===== src/dtfm_defines.vh =====
// Register indices, field positions and constants of the dual four-mode timer
`ifndef DTFM_DEFINES_VH
`define DTFM_DEFINES_VH

// Register indices (word address on the bus; byte address is four times this)
`define DTFM_IDX_CTRL      8'h88
`define DTFM_IDX_MODE      8'h89
`define DTFM_IDX_A_LOW     8'h8a
`define DTFM_IDX_B_LOW     8'h8b
`define DTFM_IDX_A_HIGH    8'h8c
`define DTFM_IDX_B_HIGH    8'h8d
`define DTFM_IDX_IEN       8'ha8
`define DTFM_IDX_PSC       8'he7
`define DTFM_IDX_CTRL_SET  8'hf8
`define DTFM_IDX_CTRL_CLR  8'hf9

// Control register fields
`define DTFM_CTRL_TF_B     7
`define DTFM_CTRL_TR_B     6
`define DTFM_CTRL_TF_A     5
`define DTFM_CTRL_TR_A     4

// Interrupt enable fields
`define DTFM_IEN_GLOBAL    7
`define DTFM_IEN_B         3
`define DTFM_IEN_A         1

// Prescale register fields
`define DTFM_PSC_EXT_SEL   7
`define DTFM_PSC_A_HI      6
`define DTFM_PSC_A_LO      4
`define DTFM_PSC_B_HI      2
`define DTFM_PSC_B_LO      0

// Mode register fields
`define DTFM_MODE_GATE_B   7
`define DTFM_MODE_SRC_B    6
`define DTFM_MODE_B_HI     5
`define DTFM_MODE_B_LO     4
`define DTFM_MODE_GATE_A   3
`define DTFM_MODE_SRC_A    2
`define DTFM_MODE_A_HI     1
`define DTFM_MODE_A_LO     0

// Mode field codes
`define DTFM_M13           2'h0
`define DTFM_M16           2'h1
`define DTFM_M8R           2'h2
`define DTFM_MSPLIT        2'h3

// Reset values and counts
`define DTFM_BYTE_RST      8'h00
`define DTFM_PSC_RST       7'h00
`define DTFM_DIV12_LAST    4'hb
`define DTFM_DIV12_RST     4'h0
`define DTFM_DIV_MAX_LAST  7'h7f
`define DTFM_BYTE_FULL     8'hff
`define DTFM_LOW5_FULL     5'h1f

`endif


===== src/dtfm_timer.v =====
// Dual four-mode timer with Avalon-MM register slave
//
// Function
// - Mode 0: 13-bit count, low byte bits 7:5 idle
// - Mode 0 wrap 0xFF1F to 0 sets flag
// - Flag readable; enabled flag raises interrupt request
// - Mode 1: 16-bit count, flag on wrap
// - Mode 2: low byte counts, flag on wrap
// - Mode 2 wrap reloads low from high byte
// - Mode 3: A high byte counts at cpu/12
// - Mode 3: pin gating only on A low
// - Mode 3: A run enables low, sets A flag
// - Mode 3: B run drives A high, B flag
// - A in mode 3: B counts without flag
// - Flag cleared by service or write zero
// - Flags at control bits 5 and 7
// - Run bits at control bits 4 and 6
// - Prescale bit 7 selects A external source
// - Prescale bits 6:4 set A divider
// - Prescale bits 2:0 set B divider
// - Enable bits 1, 3 gated by bit 7
// - Count bytes read/write, reset to zero
// - Mode codes; B code 11 reserved
// - Source bit: cpu/12 or divided external
// - Gate bit gates count with its pin
//
// The Avalon-MM slave port was decided locally.
`include "dtfm_defines.vh"
`default_nettype none

module dtfm_timer (
  input  wire        clk_sys,
  input  wire        rst_n,
  input  wire [7:0]  avs_address,
  input  wire        avs_read,
  input  wire        avs_write,
  input  wire [31:0] avs_writedata,
  input  wire [3:0]  avs_byteenable,
  output wire [31:0] avs_readdata,
  output wire        avs_waitrequest,
  input  wire        fosc_in,
  input  wire        flosc_in,
  input  wire        ext_irq_pin_a,
  input  wire        ext_irq_pin_b,
  input  wire        irq_ack_a,
  input  wire        irq_ack_b,
  output wire        irq_req_a,
  output wire        irq_req_b
);

  // Divider terminal count: code 0 gives /128, code 7 gives /1
  function [6:0] dtfm_div_last;
    input [2:0] code;
    begin
      dtfm_div_last = `DTFM_DIV_MAX_LAST >> code;
    end
  endfunction

  // One count step: returns {overflow, high, low}
  function [16:0] dtfm_step;
    input [1:0] m;
    input [7:0] h;
    input [7:0] l;
    reg   [13:0] t13;
    reg   [16:0] t16;
    reg   [8:0]  t8;
    begin
      t13 = {1'b0, h, l[4:0]} + 14'h1;
      t16 = {1'b0, h, l} + 17'h1;
      t8  = {1'b0, l} + 9'h1;
      case (m)
        `DTFM_M13: begin
          // Upper low-byte bits keep their value
          dtfm_step = {t13[13], t13[12:5], l[7:5], t13[4:0]};
        end
        `DTFM_M16: begin
          dtfm_step = t16;
        end
        `DTFM_M8R: begin
          if (l == `DTFM_BYTE_FULL) begin
            dtfm_step = {1'b1, h, h};
          end else begin
            dtfm_step = {1'b0, h, t8[7:0]};
          end
        end
        default: begin
          dtfm_step = {t8[8], h, t8[7:0]};
        end
      endcase
    end
  endfunction

  // Pending request: flag qualified by its own and the global enable
  function dtfm_pend;
    input flag;
    input en;
    input glob;
    begin
      dtfm_pend = flag & en & glob;
    end
  endfunction

  // Register file
  reg  [7:0]  timer_control_flags_r;
  reg  [7:0]  timer_mode_select_r;
  reg  [7:0]  interrupt_enable_main_r;
  reg  [7:0]  timer_prescale_select_r;
  reg  [7:0]  timer_a_low_count_r;
  reg  [7:0]  timer_a_high_count_r;
  reg  [7:0]  timer_b_low_count_r;
  reg  [7:0]  timer_b_high_count_r;
  reg  [31:0] readdata_r;
  reg         waitrequest_r;
  reg         irq_req_a_r;
  reg         irq_req_b_r;

  // Input synchronisers: {flosc, fosc, pin b, pin a}
  reg  [3:0]  sync1_r;
  reg  [3:0]  sync2_r;
  reg  [3:0]  sync3_r;
  reg  [3:0]  stable_r;
  reg  [6:0]  psc_a_r;
  reg  [6:0]  psc_b_r;
  reg  [3:0]  div12_r;

  wire [3:0]  agree      = ~(sync2_r ^ sync3_r);
  wire [3:0]  stable_nxt = (agree & sync2_r) | (~agree & stable_r);
  wire [3:0]  rise       = stable_nxt & ~stable_r;

  wire        run_a   = timer_control_flags_r[`DTFM_CTRL_TR_A];
  wire        run_b   = timer_control_flags_r[`DTFM_CTRL_TR_B];
  wire        flag_a  = timer_control_flags_r[`DTFM_CTRL_TF_A];
  wire        flag_b  = timer_control_flags_r[`DTFM_CTRL_TF_B];
  wire [1:0]  mode_a  = timer_mode_select_r[`DTFM_MODE_A_HI:`DTFM_MODE_A_LO];
  wire [1:0]  mode_b  = timer_mode_select_r[`DTFM_MODE_B_HI:`DTFM_MODE_B_LO];
  wire        split_a = (mode_a == `DTFM_MSPLIT);
  wire [2:0]  code_a  = timer_prescale_select_r[`DTFM_PSC_A_HI:`DTFM_PSC_A_LO];
  wire [2:0]  code_b  = timer_prescale_select_r[`DTFM_PSC_B_HI:`DTFM_PSC_B_LO];

  // Bus handshake: request held one cycle, taken when waitrequest is low
  wire        req_new  = (avs_read | avs_write) & waitrequest_r;
  wire        wr_take  = avs_write & ~waitrequest_r & avs_byteenable[0];
  wire [7:0]  wbyte    = avs_writedata[7:0];

  wire        wr_ctrl  = wr_take & (avs_address == `DTFM_IDX_CTRL);
  wire        wr_set   = wr_take & (avs_address == `DTFM_IDX_CTRL_SET);
  wire        wr_clr   = wr_take & (avs_address == `DTFM_IDX_CTRL_CLR);
  wire        wr_a_lo  = wr_take & (avs_address == `DTFM_IDX_A_LOW);
  wire        wr_a_hi  = wr_take & (avs_address == `DTFM_IDX_A_HIGH);
  wire        wr_b_lo  = wr_take & (avs_address == `DTFM_IDX_B_LOW);
  wire        wr_b_hi  = wr_take & (avs_address == `DTFM_IDX_B_HIGH);
  wire        wr_mode  = wr_take & (avs_address == `DTFM_IDX_MODE);
  wire        wr_ien   = wr_take & (avs_address == `DTFM_IDX_IEN);
  wire        wr_psc   = wr_take & (avs_address == `DTFM_IDX_PSC);

  // Slow source ticks, each exactly one clk_sys cycle
  wire        tick12  = (div12_r == `DTFM_DIV12_LAST);
  wire        edge_a  = timer_prescale_select_r[`DTFM_PSC_EXT_SEL] ?
                        rise[3] : rise[2];
  wire        edge_b  = rise[2];
  wire        ptick_a = edge_a & (psc_a_r == dtfm_div_last(code_a));
  wire        ptick_b = edge_b & (psc_b_r == dtfm_div_last(code_b));
  wire        src_a   = timer_mode_select_r[`DTFM_MODE_SRC_A] ? ptick_a : tick12;
  wire        src_b   = timer_mode_select_r[`DTFM_MODE_SRC_B] ? ptick_b : tick12;
  wire        gate_a  = ~timer_mode_select_r[`DTFM_MODE_GATE_A] | stable_r[0];
  wire        gate_b  = ~timer_mode_select_r[`DTFM_MODE_GATE_B] | stable_r[1];

  // Count enables; a cleared run bit simply freezes the count
  wire        inc_a   = run_a & gate_a & src_a;
  wire        inc_ah  = split_a & run_b & tick12;
  wire        inc_b   = run_b & gate_b & src_b & (mode_b != `DTFM_MSPLIT);

  wire [16:0] step_a  = dtfm_step(mode_a, timer_a_high_count_r, timer_a_low_count_r);
  wire [16:0] step_b  = dtfm_step(mode_b, timer_b_high_count_r, timer_b_low_count_r);

  reg  [7:0]  a_lo_nxt;
  reg  [7:0]  a_hi_nxt;
  reg  [7:0]  b_lo_nxt;
  reg  [7:0]  b_hi_nxt;
  reg         ovf_a;
  reg         ovf_b;
  reg  [7:0]  ctrl_nxt;
  reg  [31:0] rdata_nxt;

  always @* begin
    a_lo_nxt = timer_a_low_count_r;
    a_hi_nxt = timer_a_high_count_r;
    b_lo_nxt = timer_b_low_count_r;
    b_hi_nxt = timer_b_high_count_r;
    ovf_a    = 1'b0;
    ovf_b    = 1'b0;
    if (inc_a) begin
      a_lo_nxt = step_a[7:0];
      if (!split_a) begin
        a_hi_nxt = step_a[15:8];
      end
      ovf_a = step_a[16];
    end
    if (inc_ah) begin
      a_hi_nxt = timer_a_high_count_r + 8'h1;
      ovf_b    = (timer_a_high_count_r == `DTFM_BYTE_FULL);
    end
    if (inc_b) begin
      b_lo_nxt = step_b[7:0];
      b_hi_nxt = step_b[15:8];
      // Timer B keeps counting but its wrap is lost while A is split
      if (!split_a) begin
        ovf_b = step_b[16];
      end
    end
    // Software load wins over a count in the same cycle
    if (wr_a_lo) begin
      a_lo_nxt = wbyte;
    end
    if (wr_a_hi) begin
      a_hi_nxt = wbyte;
    end
    if (wr_b_lo) begin
      b_lo_nxt = wbyte;
    end
    if (wr_b_hi) begin
      b_hi_nxt = wbyte;
    end
  end

  // Control register: writing one to a flag does nothing, hardware set wins
  always @* begin
    ctrl_nxt = timer_control_flags_r;
    if (wr_ctrl) begin
      ctrl_nxt[`DTFM_CTRL_TR_A] = wbyte[`DTFM_CTRL_TR_A];
      ctrl_nxt[`DTFM_CTRL_TR_B] = wbyte[`DTFM_CTRL_TR_B];
      ctrl_nxt[`DTFM_CTRL_TF_A] = flag_a & wbyte[`DTFM_CTRL_TF_A];
      ctrl_nxt[`DTFM_CTRL_TF_B] = flag_b & wbyte[`DTFM_CTRL_TF_B];
    end
    // Single-bit set and clear ports avoid the lost-flag hazard of RMW
    if (wr_set) begin
      ctrl_nxt[`DTFM_CTRL_TR_A] = run_a | wbyte[`DTFM_CTRL_TR_A];
      ctrl_nxt[`DTFM_CTRL_TR_B] = run_b | wbyte[`DTFM_CTRL_TR_B];
    end
    if (wr_clr) begin
      ctrl_nxt[`DTFM_CTRL_TR_A] = run_a & ~wbyte[`DTFM_CTRL_TR_A];
      ctrl_nxt[`DTFM_CTRL_TR_B] = run_b & ~wbyte[`DTFM_CTRL_TR_B];
      ctrl_nxt[`DTFM_CTRL_TF_A] = flag_a & ~wbyte[`DTFM_CTRL_TF_A];
      ctrl_nxt[`DTFM_CTRL_TF_B] = flag_b & ~wbyte[`DTFM_CTRL_TF_B];
    end
    // Service clear first, so a wrap in the same cycle still sets
    if (irq_ack_a) begin
      ctrl_nxt[`DTFM_CTRL_TF_A] = 1'b0;
    end
    if (irq_ack_b) begin
      ctrl_nxt[`DTFM_CTRL_TF_B] = 1'b0;
    end
    if (ovf_a) begin
      ctrl_nxt[`DTFM_CTRL_TF_A] = 1'b1;
    end
    if (ovf_b) begin
      ctrl_nxt[`DTFM_CTRL_TF_B] = 1'b1;
    end
    // Bits of other blocks read as zero here
    ctrl_nxt[3:0] = 4'h0;
  end

  // Read mux, unmapped indices read zero
  always @* begin
    rdata_nxt = 32'h0000_0000;
    if (avs_address == `DTFM_IDX_CTRL) begin
      rdata_nxt[7:0] = timer_control_flags_r;
    end else if (avs_address == `DTFM_IDX_MODE) begin
      rdata_nxt[7:0] = timer_mode_select_r;
    end else if (avs_address == `DTFM_IDX_A_LOW) begin
      rdata_nxt[7:0] = timer_a_low_count_r;
    end else if (avs_address == `DTFM_IDX_B_LOW) begin
      rdata_nxt[7:0] = timer_b_low_count_r;
    end else if (avs_address == `DTFM_IDX_A_HIGH) begin
      rdata_nxt[7:0] = timer_a_high_count_r;
    end else if (avs_address == `DTFM_IDX_B_HIGH) begin
      rdata_nxt[7:0] = timer_b_high_count_r;
    end else if (avs_address == `DTFM_IDX_IEN) begin
      rdata_nxt[7:0] = interrupt_enable_main_r;
    end else if (avs_address == `DTFM_IDX_PSC) begin
      rdata_nxt[7:0] = timer_prescale_select_r;
    end
  end

  always @(posedge clk_sys) begin
    if (!rst_n) begin
      sync1_r                 <= 4'h0;
      sync2_r                 <= 4'h0;
      sync3_r                 <= 4'h0;
      stable_r                <= 4'h0;
      psc_a_r                 <= `DTFM_PSC_RST;
      psc_b_r                 <= `DTFM_PSC_RST;
      div12_r                 <= `DTFM_DIV12_RST;
      timer_control_flags_r   <= `DTFM_BYTE_RST;
      timer_mode_select_r     <= `DTFM_BYTE_RST;
      interrupt_enable_main_r <= `DTFM_BYTE_RST;
      timer_prescale_select_r <= `DTFM_BYTE_RST;
      timer_a_low_count_r     <= `DTFM_BYTE_RST;
      timer_a_high_count_r    <= `DTFM_BYTE_RST;
      timer_b_low_count_r     <= `DTFM_BYTE_RST;
      timer_b_high_count_r    <= `DTFM_BYTE_RST;
      readdata_r              <= 32'h0000_0000;
      waitrequest_r           <= 1'b1;
      irq_req_a_r             <= 1'b0;
      irq_req_b_r             <= 1'b0;
    end else begin
      // A level counts once the second and third stages agree
      sync1_r  <= {flosc_in, fosc_in, ext_irq_pin_b, ext_irq_pin_a};
      sync2_r  <= sync1_r;
      sync3_r  <= sync2_r;
      stable_r <= stable_nxt;

      // Free-running, so split and normal users share one phase
      if (tick12) begin
        div12_r <= `DTFM_DIV12_RST;
      end else begin
        div12_r <= div12_r + 4'h1;
      end
      // Prescalers run freely so a code change takes effect within one period
      if (ptick_a) begin
        psc_a_r <= `DTFM_PSC_RST;
      end else if (edge_a) begin
        psc_a_r <= (psc_a_r + 7'h1) & dtfm_div_last(code_a);
      end
      if (ptick_b) begin
        psc_b_r <= `DTFM_PSC_RST;
      end else if (edge_b) begin
        psc_b_r <= (psc_b_r + 7'h1) & dtfm_div_last(code_b);
      end

      timer_control_flags_r <= ctrl_nxt;
      timer_a_low_count_r   <= a_lo_nxt;
      timer_a_high_count_r  <= a_hi_nxt;
      timer_b_low_count_r   <= b_lo_nxt;
      timer_b_high_count_r  <= b_hi_nxt;

      if (wr_mode) begin
        timer_mode_select_r <= wbyte;
      end
      if (wr_ien) begin
        interrupt_enable_main_r <= {wbyte[`DTFM_IEN_GLOBAL], 3'h0,
                                    wbyte[`DTFM_IEN_B], 1'b0,
                                    wbyte[`DTFM_IEN_A], 1'b0};
      end
      if (wr_psc) begin
        timer_prescale_select_r <= {wbyte[7:4], 1'b0, wbyte[2:0]};
      end

      // One wait cycle, then the request is taken
      if (req_new) begin
        waitrequest_r <= 1'b0;
        readdata_r    <= rdata_nxt;
      end else begin
        waitrequest_r <= 1'b1;
      end

      irq_req_a_r <= dtfm_pend(flag_a, interrupt_enable_main_r[`DTFM_IEN_A],
                               interrupt_enable_main_r[`DTFM_IEN_GLOBAL]);
      irq_req_b_r <= dtfm_pend(flag_b, interrupt_enable_main_r[`DTFM_IEN_B],
                               interrupt_enable_main_r[`DTFM_IEN_GLOBAL]);
    end
  end

  assign avs_readdata    = readdata_r;
  assign avs_waitrequest = waitrequest_r;
  assign irq_req_a       = irq_req_a_r;
  assign irq_req_b       = irq_req_b_r;

endmodule // dtfm_timer

`default_nettype wire


===== config.mk =====
export PLATFORM = sky130hd
export DESIGN_NAME = dtfm_timer
export DESIGN_NICKNAME = d
export VERILOG_FILES = /design/src/dtfm_timer.v
export VERILOG_INCLUDE_DIRS = /design/src
export SDC_FILE = /design/constraint.sdc
export NUM_CORES = 1
export LEC_CHECK = 0
export ABC_AREA = 1
export BUFFER_PORTS_ARGS = -buffer_cell sky130_fd_sc_hd__buf_4
export CORE_MARGIN = 1.5
export CORE_UTILIZATION = 38
export CTS_CLUSTER_SIZE = 10
export DETAILED_ROUTE_END_ITERATION = 10
export PLACE_DENSITY_LB_ADDON = 0.3
export SLEW_MARGIN = 20
export SYNTH_ARGS = -nofsm -noshare
export SYNTH_HDL_FRONTEND = slang
export SYNTH_SLANG_ARGS = --single-unit

===== constraint.sdc =====
create_clock -name clk_sys -period 4.47 [get_ports clk_sys]
set_input_delay 0 -clock clk_sys [delete_from_list [all_inputs] [get_ports clk_sys]]
set_output_delay 0 -clock clk_sys [all_outputs]
set_load 0.02 [all_outputs]

==> results.ini <==
[cts]
cts_resized=0
cts_buffer_depth=2
ctsHtreeMaxLevel=3
clkSlewWorstSetupHoldPaths_ps=80
cts_inserted_buffers=9
root_buffer=clkbuf_16
cts.sinks=99
worstSkewPairLatency_ps=360
cts_tree=built
post_cts_buffers=0

[critical_path]
cp_slowest_cell=dfxtp_1
reg2reg_to=timer_b_high_count_r[4]
crit_arrival_ps=2560
rrSetupSlack_ps=2160
path_common_cell=nand2_1
critical_path_required_ps=4720
crit_path_max_incr_delay_ps=430
crit_type=flop to flop
cp-start-kind=flop
r2r_cells=15
r2r_start=timer_prescale_select_r[2]
crit_fanout=6
end_kind=flop
path_cells=nand2_1 -> inv_1 -> nand2_1 -> ha_1 -> nand2_1 -> nor2_1 -> nand2_1 -> nor2_1 -> nand3_1 -> nand2_2 -> nand3_2 -> nand2_1 -> inv_1 -> nor2_1 -> nor2_1

[synth]
synth_xor_area_share_pct=1.28
synth_compound_area_share_pct=17.0
ys_seq_area_share_pct=28.9
synth_top_family_by_area=simple AND/OR/NAND/NOR gates
synth_top_cell_by_area=dfxtp_1
synthMuxAreaShare_pct=0
ys_warn_count=0
synth_fa_ha_area_share_pct=1.46
synthSimpleGateAreaFrac_pct=39.2
synth_cells=1115
synth.avg_cell_area_um2=6.16
synthTopCellsByArea=dfxtp_1 (29%), nand2_1 (14%), nand3_1 (7.9%), nor2_1 (7.4%), inv_1 (7.1%)
synth_area_um2=6870
synth_cell_types=50
synth_top_area_share_pct=28.9
ys_seq_elements=99

[sta]
fin_crit_ps=2310
finalSetupViolCount=0
timing.final.crit_share_pct=51.7
skew_ps=8.75
tightest_slew_ps=857
final_max_slew_viol_count=0
fin_tns_setup_ps=0
hold_viol=0
max_slew_margin_pct=42.7
fmax_ghz=0.432
rsz0062_at_grt=false

[cells_and_area]
fill_cells=1874
design_area_um2=7600
final_cell_mix=nand2_1 (264), nor2_1 (135), inv_1 (130), nand3_1 (108), dfxtp_1 (99)
area_growth_syn_to_layout_pct=10.7
diodes=0
drive_gt1_share_pct=10.1
final_nets=1211
final_common_cell=nand2_1

[route]
vias=7276
wl_um=20900
route.detailed.drc=0
ant_nets=0
wire_per_inst_um=15.1
via_per_inst=5.28
first_pass_iters=6
drt_iter0_drc=743

[worst_hold_path]
min_to=timer_control_flags_r[6]
whs_path_depth=3
hold_path_class=input pin to flop
min_from=avs_writedata[6]

[grt]
grtUsageMet2_pct=35.6
grt_pass1_vias=6330
grt-ovfl-total=0
use_met3_pct=3.94
grt_usage_pct=22.5
grt_use_met1_pct=31.3
grt_max_degree=50
grt_pass1_wl_um=33000
antenna_found_initial=0
top_usage_layer=met2

[die]
die_h_um=137
die-area_um2=18900
start_util_pct=39.3
core_area_um2=17500
rows=48
die_x_um=137
pin_count=89

[place]
gp_congestion=0.979
place_area_um2=7230
place.port_buffers=37
place_hpwl_um=15700

[outcome]
status=finished, final reports clean

[pwr]
max-vdd-ir-drop_v=0.000166
leakage_nw=3.20
power_density_nw_per_um2=241

[flow_run]
maxCapViolations=0

[routing by layer]
metal	vias to the layer above	routed length [um]
li1	3681	-
met1	3285	9750
met2	280	9140
met3	30	1650
met4	0	329
met5	-	0
[worst max-delay path, delay by kind of cell (launching register included)]
| kind | cells | cell delay (ps) |
|---|---|---|
| and+or+nand+nor | 12 | 1290 |
| DFF | 1 | 430 |
| adders and majority gates | 1 | 270 |
| buffers and inverters | 2 | 220 |
[logic make-up after synthesis]
group | count (synthesis)
adders and majority gates | 8
other | 1
AOI/OAI and AO/OA | 211
and+or+nand+nor | 597
buffers and inverters | 189
xor gates and xnor gates | 10
DFF | 99
[Yosys cell counts (all sizes together)]
| master | instances |
|---|---|
| o21ai | 94 |
| or2 | 3 |
| nor3 | 21 |
| o22ai | 10 |
| nand4 | 21 |
| and2 | 1 |
| nor4 | 5 |
| nand2b | 1 |
| buf | 35 |
| clkinv | 2 |
| a21boi | 1 |
| nand3 | 113 |
| a221oi | 1 |
| inv | 141 |
| o21bai | 2 |
| nand3b | 2 |
| dfxtp | 99 |
| ha | 8 |
| a31oi | 6 |
| o21a | 1 |
| nor3b | 1 |
| a211oi | 8 |
| conb | 1 |
| nand2 | 279 |
| o211ai | 6 |
| nor2 | 150 |
| xor2 | 8 |
| a21oi | 82 |
| xnor2 | 2 |
| clkbuf | 11 |
[power by group]
group | total [W] | internal, W | leakage [nW] | switching [W]
Combinational | 0.000130 | 0.0000391 | 2.25 | 0.0000912
Sequential | 0.000896 | 0.000891 | 0.801 | 0.00000532
Clock | 0.000803 | 0.000438 | 0.144 | 0.000364
Total | 0.00183 | 0.00137 | 3.20 | 0.000461
[sequential cells by signal (all words and copies together) (netlist names), 7 cells and up, named ones only]
signal                   cells
avs_readdata                 8
psc_a_r                      7
timer_b_high_count_r         8
timer_a_low_count_r          8
timer_b_low_count_r          8
timer_prescale_select_r      7
psc_b_r                      7
timer_a_high_count_r         8
timer_mode_select_r          8
[final cells by class]
cell class              count  area [um^2]  share of cell area [%]
clock inverters             5         61.3                   0.806
repair buffers             46          365                    4.80
well taps                 225          282                    3.70
inverters                 143          543                    7.14
multi-input cells         850         4140                    54.4
clock buffers              11          233                    3.06
flip-flops and latches     99         1980                    26.1
[metrics by stage]
stage / total power [W] / std cells / utilization [%] / hold slack [ps] / setup WS, ps
after detailed placement: 0.00104 / 1355 / 41.4 / 188 / 2150
after floorplan: 0.00100 / 1138 / - / 97.6 / 2570
after global placement: 0.00104 / 1355 / 41.4 / 185 / 2150
after CTS: 0.00184 / 1379 / 43.5 / 3.98 / 2140
final: 0.00183 / 1379 / 43.5 / 10.5 / 2160
after global routing: 0.00189 / 1379 / 43.5 / 3.62 / 1880
[worst max-delay path by stage]
stage                                          start                      end  slack [ps]
final                     timer_prescale_select_r[2]  timer_b_high_count_r[4]        2160
after global routing      timer_prescale_select_r[2]  timer_b_high_count_r[7]        1880
after CTS                 timer_prescale_select_r[2]  timer_b_high_count_r[4]        2140
after detailed placement  timer_prescale_select_r[2]  timer_b_high_count_r[4]        2150
after global placement    timer_prescale_select_r[2]  timer_b_high_count_r[4]        2150
after floorplan           timer_prescale_select_r[2]  timer_b_high_count_r[4]        2570
[repair_timing]
item,CTS,global route
hold buffers,8,0
hold endpoints to repair,9,0
endpoints found under the setup margin,0,0
Note: power is estimated with default switching activity, not from simulation.
